**src/core/sgs_regs.svh**
```systemverilog
`ifndef SGS_REGS_SVH
`define SGS_REGS_SVH

// byte offsets on the register bus
`define SGS_CTRL_OFS      8'h00
`define SGS_STATUS_OFS    8'h04
`define SGS_IRQ_STAT_OFS  8'h08
`define SGS_IRQ_MASK_OFS  8'h0c
`define SGS_EVENT_OFS     8'h10
`define SGS_SET_BASE_OFS  8'h20
`define SGS_SET_LAST_OFS  8'h2c

// control fields
`define SGS_CTRL_CFG_LSB  0
`define SGS_CTRL_EDIT_LSB 2
`define SGS_CTRL_BRK_BIT  5
`define SGS_CTRL_OC_BIT   6

// edit selector code that points at the active group
`define SGS_EDIT_ACTIVE   3'h0

// interrupt status bits
`define SGS_IRQ_CHANGE    0
`define SGS_IRQ_DEFER     1

// reset values
`define SGS_CFG_RST       2'h0
`define SGS_GROUP_NUM_RST 3'h1
`define SGS_SET_RST       32'h0000_0000

`endif

```
**src/core/sgs_pkg.sv**
```systemverilog
package sgs_pkg;

  typedef logic [1:0] sgs_group_t;

  typedef enum logic [1:0] {
    SGS_RUN  = 2'b01,
    SGS_HOLD = 2'b10
  } sgs_state_e;

endpackage

```
**src/core/sgs_arb_if.sv**
```systemverilog
`timescale 1ns/1ps
interface sgs_arb_if;
  logic [2:0] req;
  sgs_pkg::sgs_group_t cfg_group;
  sgs_pkg::sgs_group_t target;

  modport main (output req, output cfg_group, input target);
  modport arb (input req, input cfg_group, output target);
endinterface

```
**src/core/sgs_group_arb.sv**
```systemverilog
`timescale 1ns/1ps
module sgs_group_arb (
  sgs_arb_if.arb sel
);

  // highest request wins; none falls back to the configured group
  always_comb begin
    if (sel.req[2]) begin
      sel.target = 2'h3;
    end else if (sel.req[1]) begin
      sel.target = 2'h2;
    end else if (sel.req[0]) begin
      sel.target = 2'h1;
    end else begin
      sel.target = sel.cfg_group;
    end
  end

endmodule // sgs_group_arb

```
**src/core/sgs_top.sv**
```systemverilog
// Decided for this implementation: the address map and the Avalon-MM interface to the registers.
`timescale 1ns/1ps
`include "sgs_regs.svh"
module sgs_top (
  // clock and reset
  input wire logic sys_clk,
  input wire logic reset,
  // avalon-mm slave
  input wire logic [7:0] avs_address,
  input wire logic avs_read,
  input wire logic avs_write,
  input wire logic [31:0] avs_writedata,
  input wire logic [3:0] avs_byteenable,
  output logic [31:0] avs_readdata,
  output logic avs_waitrequest,
  // discrete inputs
  input wire logic [2:0] grp_req,
  input wire logic breaker_closed,
  input wire logic oc_pickup,
  // group outputs
  output logic [2:0] group_num,
  output logic [31:0] active_setting,
  output logic event_valid,
  output logic [2:0] event_group,
  output logic irq
);

  function automatic logic [31:0] be_merge(input logic [31:0] old,
                                           input logic [31:0] nw,
                                           input logic [3:0] be);
    logic [31:0] r;
    r = old;
    for (int i = 0; i < 4; i++) begin
      if (be[i]) begin
        r[i*8 +: 8] = nw[i*8 +: 8];
      end
    end
    return r;
  endfunction

  function automatic logic [2:0] to_num(input sgs_pkg::sgs_group_t g);
    return {1'b0, g} + 3'h1;
  endfunction

  // input synchronisers: first stage read only by second
  logic [4:0] sync1;
  logic [4:0] sync2;
  always_ff @(posedge sys_clk or posedge reset) begin
    if (reset) begin
      sync1 <= 5'h00;
      sync2 <= 5'h00;
    end else begin
      sync1 <= {oc_pickup, breaker_closed, grp_req};
      sync2 <= sync1;
    end
  end
  logic [2:0] req_s;
  logic brk_s;
  logic oc_s;
  assign req_s = sync2[2:0];
  assign brk_s = sync2[3];
  assign oc_s = sync2[4];

  sgs_arb_if sel ();
  sgs_group_arb u_arb (
    .sel(sel)
  );

  // register state
  sgs_pkg::sgs_group_t cfg_group;
  logic [2:0] edit_sel;
  logic brk_hold_en;
  logic oc_hold_en;
  logic [1:0] irq_stat;
  logic [1:0] irq_mask;
  logic [15:0] event_count;
  logic [31:0] set_mem [4];
  logic [31:0] next_readdata;
  logic next_waitrequest;
  sgs_pkg::sgs_group_t next_cfg_group;
  logic [2:0] next_edit_sel;
  logic next_brk_hold_en;
  logic next_oc_hold_en;
  logic [1:0] next_irq_stat;
  logic [1:0] next_irq_mask;
  logic [15:0] next_event_count;
  logic [31:0] next_set_mem [4];
  logic next_irq;

  // group state
  sgs_pkg::sgs_state_e state;
  sgs_pkg::sgs_state_e next_state;
  sgs_pkg::sgs_group_t active;
  sgs_pkg::sgs_group_t next_active;
  logic [2:0] next_group_num;
  logic [31:0] next_active_setting;
  logic next_event_valid;
  logic [2:0] next_event_group;
  logic hold;
  logic changed;
  logic deferred;

  assign sel.req = req_s;
  assign sel.cfg_group = cfg_group;

  logic wr_acc;
  assign wr_acc = avs_write & ~avs_waitrequest;

  // a change is held off while a hold condition stands
  always_comb begin
    hold = 1'b0;
    if (brk_hold_en && !brk_s && sel.target < active) begin
      hold = 1'b1;
    end
    if (oc_hold_en && oc_s) begin
      hold = 1'b1;
    end
  end

  always_comb begin
    next_state = state;
    next_active = active;
    deferred = 1'b0;
    unique case (state)
      sgs_pkg::SGS_RUN: begin
        if (sel.target != active) begin
          if (hold) begin
            next_state = sgs_pkg::SGS_HOLD;
            deferred = 1'b1;
          end else begin
            next_active = sel.target;
          end
        end
      end
      sgs_pkg::SGS_HOLD: begin
        if (sel.target == active) begin
          next_state = sgs_pkg::SGS_RUN;
        end else if (!hold) begin
          next_active = sel.target;
          next_state = sgs_pkg::SGS_RUN;
        end
      end
    endcase
    changed = next_active != active;
    next_group_num = to_num(next_active);
    next_active_setting = set_mem[active];
    next_event_valid = changed;
    next_event_group = changed ? next_group_num : event_group;
  end

  always_ff @(posedge sys_clk or posedge reset) begin
    if (reset) begin
      state <= sgs_pkg::SGS_RUN;
      active <= `SGS_CFG_RST;
      group_num <= `SGS_GROUP_NUM_RST;
      active_setting <= `SGS_SET_RST;
      event_valid <= 1'b0;
      event_group <= `SGS_GROUP_NUM_RST;
    end else begin
      state <= next_state;
      active <= next_active;
      group_num <= next_group_num;
      active_setting <= next_active_setting;
      event_valid <= next_event_valid;
      event_group <= next_event_group;
    end
  end

  // bus: one wait cycle, then the access is taken with waitrequest low
  always_comb begin
    logic [31:0] ctrl_w;
    ctrl_w = be_merge({25'h0, oc_hold_en, brk_hold_en, edit_sel, cfg_group},
                      avs_writedata, avs_byteenable);
    next_waitrequest = 1'b1;
    next_readdata = avs_readdata;
    next_cfg_group = cfg_group;
    next_edit_sel = edit_sel;
    next_brk_hold_en = brk_hold_en;
    next_oc_hold_en = oc_hold_en;
    next_irq_mask = irq_mask;
    next_event_count = changed ? event_count + 16'h0001 : event_count;
    for (int g = 0; g < 4; g++) begin
      next_set_mem[g] = set_mem[g];
    end
    next_irq_stat = irq_stat;
    if ((avs_read || avs_write) && avs_waitrequest) begin
      next_waitrequest = 1'b0;
      next_readdata = 32'h0000_0000;
      if (avs_read) begin
        unique case (avs_address)
          `SGS_CTRL_OFS: next_readdata = {25'h0, oc_hold_en, brk_hold_en,
                                          edit_sel, cfg_group};
          `SGS_STATUS_OFS: next_readdata = {22'h0, oc_s, brk_s, req_s,
                                            state == sgs_pkg::SGS_HOLD,
                                            1'b0, group_num};
          `SGS_IRQ_STAT_OFS: next_readdata = {30'h0, irq_stat};
          `SGS_IRQ_MASK_OFS: next_readdata = {30'h0, irq_mask};
          `SGS_EVENT_OFS: next_readdata = {13'h0, event_group, event_count};
          8'h20, 8'h24, 8'h28, 8'h2c:
            next_readdata = set_mem[avs_address[3:2]];
          default: next_readdata = 32'h0000_0000;
        endcase
      end
    end
    if (wr_acc) begin
      unique case (avs_address)
        `SGS_CTRL_OFS: begin
          next_edit_sel = ctrl_w[`SGS_CTRL_EDIT_LSB +: 3];
          next_brk_hold_en = ctrl_w[`SGS_CTRL_BRK_BIT];
          next_oc_hold_en = ctrl_w[`SGS_CTRL_OC_BIT];
          // group field only counts when editing the active group
          if (ctrl_w[`SGS_CTRL_EDIT_LSB +: 3] == `SGS_EDIT_ACTIVE) begin
            next_cfg_group = ctrl_w[`SGS_CTRL_CFG_LSB +: 2];
          end
        end
        `SGS_IRQ_STAT_OFS: next_irq_stat = irq_stat & ~avs_writedata[1:0];
        `SGS_IRQ_MASK_OFS: next_irq_mask = avs_writedata[1:0];
        8'h20, 8'h24, 8'h28, 8'h2c:
          next_set_mem[avs_address[3:2]] =
            be_merge(set_mem[avs_address[3:2]], avs_writedata,
                     avs_byteenable);
        default: next_irq_mask = irq_mask;
      endcase
    end
    // set wins over a clear in the same cycle
    if (changed) begin
      next_irq_stat[`SGS_IRQ_CHANGE] = 1'b1;
    end
    if (deferred) begin
      next_irq_stat[`SGS_IRQ_DEFER] = 1'b1;
    end
    next_irq = |(next_irq_stat & next_irq_mask);
  end

  always_ff @(posedge sys_clk or posedge reset) begin
    if (reset) begin
      avs_waitrequest <= 1'b1;
      avs_readdata <= 32'h0000_0000;
      cfg_group <= `SGS_CFG_RST;
      edit_sel <= `SGS_EDIT_ACTIVE;
      brk_hold_en <= 1'b0;
      oc_hold_en <= 1'b0;
      irq_stat <= 2'h0;
      irq_mask <= 2'h0;
      event_count <= 16'h0000;
      irq <= 1'b0;
      for (int g = 0; g < 4; g++) begin
        set_mem[g] <= `SGS_SET_RST;
      end
    end else begin
      avs_waitrequest <= next_waitrequest;
      avs_readdata <= next_readdata;
      cfg_group <= next_cfg_group;
      edit_sel <= next_edit_sel;
      brk_hold_en <= next_brk_hold_en;
      oc_hold_en <= next_oc_hold_en;
      irq_stat <= next_irq_stat;
      irq_mask <= next_irq_mask;
      event_count <= next_event_count;
      irq <= next_irq;
      for (int g = 0; g < 4; g++) begin
        set_mem[g] <= next_set_mem[g];
      end
    end
  end

  // checks
  reset_group_a: assert property (@(posedge sys_clk)
    $fell(reset) |-> group_num == 3'h1 && active == 2'h0)
    else $error("group not 1 after reset");

  stay_put_a: assert property (@(posedge sys_clk)
    disable iff (reset) sel.target == active |=> $stable(active))
    else $error("active group moved with no request");

  cfg_write_a: assert property (@(posedge sys_clk)
    disable iff (reset)
    wr_acc && avs_address == `SGS_CTRL_OFS && avs_byteenable[0] &&
    avs_writedata[4:2] == 3'h0 && req_s == 3'h0 && !oc_hold_en &&
    !brk_hold_en
    |=> cfg_group == $past(avs_writedata[1:0]) ##1 active == cfg_group)
    else $error("configured group write did not take");

  setting_route_a: assert property (@(posedge sys_clk)
    disable iff (reset) ##1 active_setting == $past(set_mem[active]))
    else $error("wrong group settings routed");

  indicator_a: assert property (@(posedge sys_clk)
    disable iff (reset) group_num == to_num(active))
    else $error("indicator disagrees with active group");

  prio_high_a: assert property (@(posedge sys_clk)
    disable iff (reset) req_s[2] |-> sel.target == 2'h3)
    else $error("group 4 request lost priority");

  fall_back_a: assert property (@(posedge sys_clk)
    disable iff (reset) req_s == 3'b011 |-> sel.target == 2'h2)
    else $error("no fallback to group 3");

  release_all_a: assert property (@(posedge sys_clk)
    disable iff (reset) req_s == 3'h0 |-> sel.target == cfg_group)
    else $error("no return to configured group");

  event_log_a: assert property (@(posedge sys_clk)
    disable iff (reset) active != $past(active) |->
    event_valid && event_group == group_num)
    else $error("group change not logged");

  brk_defer_a: assert property (@(posedge sys_clk)
    disable iff (reset) brk_hold_en && !brk_s && sel.target < active
    |=> $stable(active))
    else $error("lower group taken with breaker open");

  oc_defer_a: assert property (@(posedge sys_clk)
    disable iff (reset) oc_hold_en && oc_s |=> $stable(active))
    else $error("group changed during pickup");

  cfg_follow_a: assert property (@(posedge sys_clk)
    disable iff (reset) req_s == 3'h0 && !hold |=> active == $past(cfg_group))
    else $error("active does not follow configuration");

endmodule // sgs_top

```
**config.mk**
```make
export PLATFORM = sky130hd
export DESIGN_NAME = sgs_top
export DESIGN_NICKNAME = d
export VERILOG_FILES = /design/src/core/sgs_pkg.sv /design/src/core/sgs_arb_if.sv /design/src/core/sgs_group_arb.sv /design/src/core/sgs_top.sv
export VERILOG_INCLUDE_DIRS = /design/src /design/src/core
export SDC_FILE = /design/constraint.sdc
export NUM_CORES = 1
export LEC_CHECK = 0
export BUFFER_PORTS_ARGS = -buffer_cell sky130_fd_sc_hd__clkbuf_2
export CORE_MARGIN = 2
export CORE_UTILIZATION = 25
export CTS_BUF_LIST = sky130_fd_sc_hd__clkbuf_2
export DETAILED_ROUTE_END_ITERATION = 16
export GPL_TIMING_DRIVEN = 0
export PLACE_DENSITY = 0.48
export SYNTH_ARGS = -nofsm -noshare
export SYNTH_HDL_FRONTEND = slang
export SYNTH_SLANG_ARGS = --single-unit
```
**constraint.sdc**
```tcl
create_clock -name sys_clk -period 24.5 [get_ports sys_clk]
set_input_delay 3.675 -clock sys_clk [delete_from_list [all_inputs] [get_ports sys_clk]]
set_output_delay 3.675 -clock sys_clk [all_outputs]
set_load 0.02 [all_outputs]
```
==> results.ini, run 1 <==
[status]
status=finished, final reports clean

[clock_network]
insertion_delay_ns=0.89
cts_resized=0
clock_sinks=242
cts_made_buffers=67
clk_pin_slew_ns=0.12
cts_setup_buffers=0
clk_path_buf_depth=3
root_buffer=clkbuf_2
cts_tree=yes
htree_levels=3
cts_hold_buf=0

[power]
p_leak_nw=5.979
p_total_mw=0.9059
vdd_ir_drop_max_uv=30.39
powerDensity_nw_per_um2=71.73

[setup_path]
path_buf_inv=1
critPathMaxStageDelay_ns=0.59
crit_family=flip-flops
cp_cell_sequence=clkbuf_2
crit_path_start_kind=flip-flop
crit_arrival_ns=1.60
crit_path_end=avs_waitrequest
crit_cells=1
cp-startpoint=avs_waitrequest$_DFF_PP1_
worstSetupPathType=reg2out
crit_slowest_cell=dfstp_2
reg2regPathDepth=12
r2r_end=event_count[10]$_DFFE_PP0P_
rr_startpoint=active[1]$_DFF_PP0_
critPathMaxFanout=6
r2r_setup_slack_ns=20.55
required_ns=20.82
endpoint_kind=output pin

[sta]
slew_headroom_pct=35.13
hold_ws_ns=0.3561
finalClockSkew_ns=0.08321
rsz0062_at_grt=no
finalMaxSlewViolations=0
setup-tns-final_ns=0
max_freq_mhz=189.4
hold_violations=0
fin_crit_ns=5.279
period_share_pct=21.55
worst_slew_pin_slew_ns=0.9666
setup_viol=0

[logic_synthesis]
yosys_register_bits=242
ys.flop_type=dfrtp_1
yosys_warnings=0
postSynthCellCount=871
syn-cell-area_um2=10750
synth_nets=928
ys_types=56
synth_area_per_cell_um2=12.34
ys_seq_area_share_pct=56.39
synth-edff-count=0
async_flop_share_pct=100.0

[drt]
ant_nets=0
vias_per_cell=4.837
drc=0
drt_iter0_markers=644
dr.pass1.iters=5
route.vias.total=7972
wl_per_cell_um=20.16
routed_wl_mm=33.22

[floorplanning]
start_util_pct=25.45
row_count=75
ios=126
dieArea_um2=44670
die_h_um=211.3
coreArea_um2=42230
die_w_um=211.3

[layout]
syn2layout_area_growth_pct=17.51
layout_common_cells=238 x dfrtp_1, 212 x clkbuf_2, 102 x nand2_1
layout-drive-gt1-share_pct=30.98
final_common_cell=dfrtp_1
nets=1117
design_area_um2=12630

[worst_hold_path]
min_path_type=reg2reg

[placement]
placed_area_um2=12050
port_buffers=119
dp_hpwl_mm=23.05
place.gp.congestion=0.8341

[global_routing]
antenna_found_initial=2
grt_pass1_wl_mm=50.87
first_global_vias=8363
grt.overflow.total=0
grt_max_degree=126
grtUsageTotal_pct=15.31

[job]
max_cap_viol_count=0

==> stage by stage <==
stage | std cells | setup WS [ns] | utilization [%]
global placement | 1529 | 11.06 | 28.46
floorplan | 871 | 14.19 | -
CTS | 1646 | 19.11 | 29.90
global route | 1648 | 19.08 | 29.91
finish | 1648 | 19.22 | 29.91
detailed placement | 1530 | 18.46 | 28.54
==> how the worst min path moves through the flow <==
stage                       start  cells after the start            endpoint  slack [ns]
2_1_floorplan  sync1[0]$_DFF_PP0_                      0  sync2[0]$_DFF_PP0_        0.33
3_3_place_gp   sync1[1]$_DFF_PP0_                      0  sync2[1]$_DFF_PP0_        0.33
3_5_place_dp   sync1[1]$_DFF_PP0_                      0  sync2[1]$_DFF_PP0_        0.34
4_1_cts        sync1[1]$_DFF_PP0_                      0  sync2[1]$_DFF_PP0_        0.36
5_1_grt        sync1[2]$_DFF_PP0_                      0  sync2[2]$_DFF_PP0_        0.37
6_report       sync1[1]$_DFF_PP0_                      0  sync2[1]$_DFF_PP0_        0.36
==> synth_stat cells (2+ instances only) <==
cell      number  area share, %
xnor2_1       12           0.98
and4_1         3           0.24
o221ai_1       3           0.24
mux2_4         2           0.28
a22o_1        17            1.4
o211ai_1       2           0.14
a21oi_1       67            3.1
mux2_2        14            1.5
nand2b_1       2           0.12
mux4_2        61             13
inv_1          8           0.28
and3_1         8           0.47
dfstp_2        4           0.98
mux4_1         4           0.98
buf_1          9           0.31
dfrtp_1      238             55
or3_1          2           0.12
o21ai_0       78            3.6
nor4_1         2           0.12
or2_2          2           0.12
ha_1           4           0.47
clkbuf_1      23           0.80
buf_2         28            1.3
nor2b_1        6           0.35
nor3_1         3           0.14
a22oi_1       21            1.5
nand3_1        6           0.28
nand4_1        9           0.52
mux2i_1       33            3.1
nor2_1        71            2.5
xor2_1         3           0.24
nand2_1      102            3.6
==> metal layers <==
metal  vias up  part of all wire [%]  global-route usage, %
met4         0                   1.8                  4.517
met3        61                   6.4                  3.531
met5         -                     0                      0
met2       288                    45                  22.98
li1       3596                     -                      -
met1      4027                    47                  22.00
==> where the power goes <==
| group | leakage (nW) | total (mW) | internal, mW | switching (mW) |
|---|---|---|---|---|
| sequential | 3.29 | 0.449 | 0.427 | 0.0217 |
| combinational | 2.25 | 0.173 | 0.0643 | 0.109 |
| clock | 0.433 | 0.284 | 0.104 | 0.180 |
| total | 5.98 | 0.906 | 0.595 | 0.311 |
==> sequential cells by signal, summed over array words and instances, names as in the netlist, 2 cells and up <==
register        cells
edit_sel            3
sync2               5
active              2
cfg_group           2
sync1               5
group_num           3
state               2
active_setting     32
set_mem           128
irq_mask            2
event_group         3
avs_readdata       32
irq_stat            2
event_count        16
==> cells by family after synthesis <==
group                    after synthesis  synth area share [%]
multiplexers                         114                 18.58
XOR/XNOR                              15                 1.222
flip-flops                           242                 56.39
AND/OR/NAND/NOR                      228                 9.709
AO/OA/AOI/OAI                        198                 10.76
adder cells (fa/ha/maj)                4                0.4657
buffers and inverters                 70                 2.875
==> layout make-up <==
type | instances | area (um2)
clock buffer | 93 | 465.4
timing repair buffer | 120 | 623.1
buffer | 62 | 279.0
sequential | 242 | 6061
fill | 4443 | 29600
tap | 539 | 674.4
antenna | 2 | 5.005
clock inverter | 23 | 106.4
multi-input combinational | 559 | 4378
inverter | 8 | 37.54
Power figures use the tool's default switching activity.
==> run 2, diff against run 1 <==
--- a/config.mk
+++ b/config.mk
@@ -12,7 +12,7 @@
 export CTS_BUF_LIST = sky130_fd_sc_hd__clkbuf_2
 export DETAILED_ROUTE_END_ITERATION = 16
 export GPL_TIMING_DRIVEN = 0
-export PLACE_DENSITY = 0.48
+export PLACE_DENSITY = 0.49
 export SYNTH_ARGS = -nofsm -noshare
 export SYNTH_HDL_FRONTEND = slang
 export SYNTH_SLANG_ARGS = --single-unit
==> constraint.sdc (replaced) <==
create_clock -name sys_clk -period 4.5 [get_ports sys_clk]
set_input_delay 0.675 -clock sys_clk [delete_from_list [all_inputs] [get_ports sys_clk]]
set_output_delay 0.675 -clock sys_clk [all_outputs]
set_load 0.02 [all_outputs]
==> run 2 against run 1 <==
  * Flip-flop and latch count stayed put
  * Cell count is 0.67% higher
  * Cell area is 1.6% higher
  * Global-route usage is 0.31 points lower
  * Power grew to 5.6 times the previous value
  * Combinational power grew to 5.5 times the previous value
  * Worst hold slack worse by 0.22 ns
  * Largest power group unchanged
  * Critical path depth is 11 higher
  * Sequential power grew to 5.4 times the previous value
==> results.ini, run 2 (synthesis results as in run 1) <==
[drt]
routed_wl_mm=32.92  ; -0.93%
drc=0  ; unchanged
vias_per_cell=4.809  ; -0.59%
drt_iter0_markers=593  ; -7.9%
route.vias.total=7978  ; +0.075%
wl_per_cell_um=19.84  ; -1.6%
ant_nets=0  ; unchanged
dr.pass1.iters=5  ; unchanged

[clock_network]
clock_sinks=242  ; unchanged
cts_resized=0  ; unchanged
cts_tree=yes
cts_made_buffers=66  ; -1.5%
root_buffer=clkbuf_2
cts_setup_buffers=0  ; unchanged
cts_hold_buf=6  ; +6
htree_levels=3  ; unchanged
clk_path_buf_depth=3  ; unchanged
clk_pin_slew_ns=0.11  ; about the same
insertion_delay_ns=0.87  ; -0.02 ns

[sta]
hold_ws_ns=0.1316  ; -0.2245 ns
slew_headroom_pct=35.34  ; +0.22 points
finalClockSkew_ns=0.09466  ; +0.01145 ns
period_share_pct=88.31
max_freq_mhz=251.6
fin_crit_ns=3.974
finalWorstSetupSlack_ns=0.5260  ; -18.69 ns
hold_violations=0  ; unchanged
worst_slew_pin_slew_ns=0.9698  ; +0.003245 ns
finalMaxSlewViolations=0  ; unchanged
setup_viol=0  ; unchanged
rsz0062_at_grt=no

[worst_hold_path]
hp-start=avs_writedata[4]
min_path_type=in2reg
min_to=edit_sel[2]$_DFFE_PP0P_
hold_depth=2  ; +2

[layout]
largest_reg_flops=128  ; unchanged
largest-register=set_mem
final_common_cell=dfrtp_1
layout-drive-gt1-share_pct=31.66  ; +0.68 points
layout_common_cells=238 x dfrtp_1, 221 x clkbuf_2, 102 x nand2_1
syn2layout_area_growth_pct=19.35
design_area_um2=12830  ; +1.6%
nets=1127  ; +0.90%
fillCellCount=4449  ; +0.14%
final_cells=1659  ; +0.67%
reg.largest.list=set_mem: 128 flops, active_setting: 32 flops, avs_readdata: 32 flops

[setup_path]
crit_arrival_ns=4.67  ; +3.07 ns
critPathMaxStageDelay_ns=0.78  ; +0.19 ns
endpoint_kind=flip-flop
cp_cell_sequence=buf_2 -> buf_1 -> buf_1 -> inv_1 -> ha_1 -> nand2b_1 -> a22oi_1 -> o311ai_1 -> inv_1 -> buf_2 -> nand3_1 -> xnor2_1
worstSetupPathType=reg2reg
crit_slowest_cell=buf_1
reg2regPathDepth=12  ; unchanged
rr_startpoint=active[1]$_DFF_PP0_
r2r_setup_slack_ns=0.53  ; -20.02 ns
crit_path_start_kind=flip-flop
r2r_end=event_count[10]$_DFFE_PP0P_
crit_family=buffers and inverters
required_ns=5.19  ; -15.63 ns
cp-startpoint=active[1]$_DFF_PP0_
critPathMaxFanout=10  ; +4
path_buf_inv=6  ; +5

[power]
p_total_mw=5.049  ; +460%
p_leak_nw=6.086  ; +1.8%
powerDensity_nw_per_um2=393.6  ; +450%
vdd_ir_drop_max_uv=284.3  ; +840%

[floorplanning]
ios=126  ; unchanged
row_count=75  ; unchanged
coreArea_um2=42230  ; unchanged
dieArea_um2=44670  ; unchanged
die_h_um=211.3  ; unchanged
die_w_um=211.3  ; unchanged
start_util_pct=25.45  ; unchanged

[global_routing]
first_global_vias=8084  ; -3.3%
grt_max_degree=41  ; -67%
grt_pass1_wl_mm=50.01  ; -1.7%
antenna_found_initial=1  ; -1
grtUsageTotal_pct=14.99  ; -0.31 points
grt.overflow.total=0  ; unchanged

[placement]
port_buffers=119  ; unchanged
preCtsSetupSlack_ns=0.5225  ; -17.94 ns
dp_hpwl_mm=23.55  ; +2.1%
place.gp.congestion=0.8212  ; -1.5%
placed_cells_incl_taps=1535  ; +0.33%
placed_area_um2=12140  ; +0.74%

[job]
max_cap_viol_count=0  ; unchanged

[status]
status=finished, final reports clean

-- run 2: area by class of cell --
class	count	area, um2	share of cell area (%)
sequential	242	6061	47.25
multi-input combinational	559	4378	34.13
timing repair buffer	131	775.7	6.048
tap	539	674.4	5.258
clock buffer	102	510.5	3.980
buffer	62	279.0	2.175
clock inverter	14	110.1	0.8584
inverter	8	33.78	0.2634
antenna	2	5.005	0.03902
-- run 2: how the worst max path moves through the flow --
stage | end | slack (ns) | depth (start not counted)
after detailed placement | event_count[8]$_DFFE_PP0P_ | 0.52 | 12
after global routing | event_count[15]$_DFFE_PP0P_ | 0.31 | 11
final | event_count[10]$_DFFE_PP0P_ | 0.53 | 12
after CTS | event_count[3]$_DFFE_PP0P_ | 0.57 | 12
after floorplan | active[0]$_DFF_PP0_ | 0.65 | 1
after global placement | event_group[1]$_DFFE_PP0P_ | -1.08 | 2
-- run 2: routing by layer --
| metal | vias to the layer above | track usage (%) | wire length, um |
|---|---|---|---|
| met2 | 286 | 22.49 | 14640 |
| met5 | - | 0 | 0 |
| met3 | 51 | 3.189 | 2157 |
| met1 | 4030 | 21.79 | 15580 |
| met4 | 0 | 4.274 | 539 |
| li1 | 3611 | - | - |
-- run 2: stage by stage --
| stage | util [%] | setup TNS (ns) |
|---|---|---|
| 4_1_cts | 30.36 | 0 |
| 3_3_place_gp | 28.47 | -251.01 |
| 5_1_grt | 30.38 | 0 |
| 6_report | 30.38 | 0 |
| 3_5_place_dp | 28.75 | 0 |
| 2_1_floorplan | - | 0 |
-- run 2: power by group --
| group | leakage (nW) | total, mW | internal [mW] | switching [mW] |
|---|---|---|---|---|
| Combinational | 2.32 | 0.951 | 0.361 | 0.590 |
| Sequential | 3.29 | 2.44 | 2.32 | 0.117 |
| Clock | 0.477 | 1.66 | 0.710 | 0.947 |
-- run 2: worst register-to-register path, cell delays in order, from the launching register on --
cell and delay (ns):
dfrtp_1 0.34, buf_2 0.27, buf_1 0.57, buf_1 0.78, inv_1 0.18, ha_1 0.36
nand2b_1 0.08, a22oi_1 0.28, o311ai_1 0.23, inv_1 0.25, buf_2 0.30, nand3_1 0.12
xnor2_1 0.14
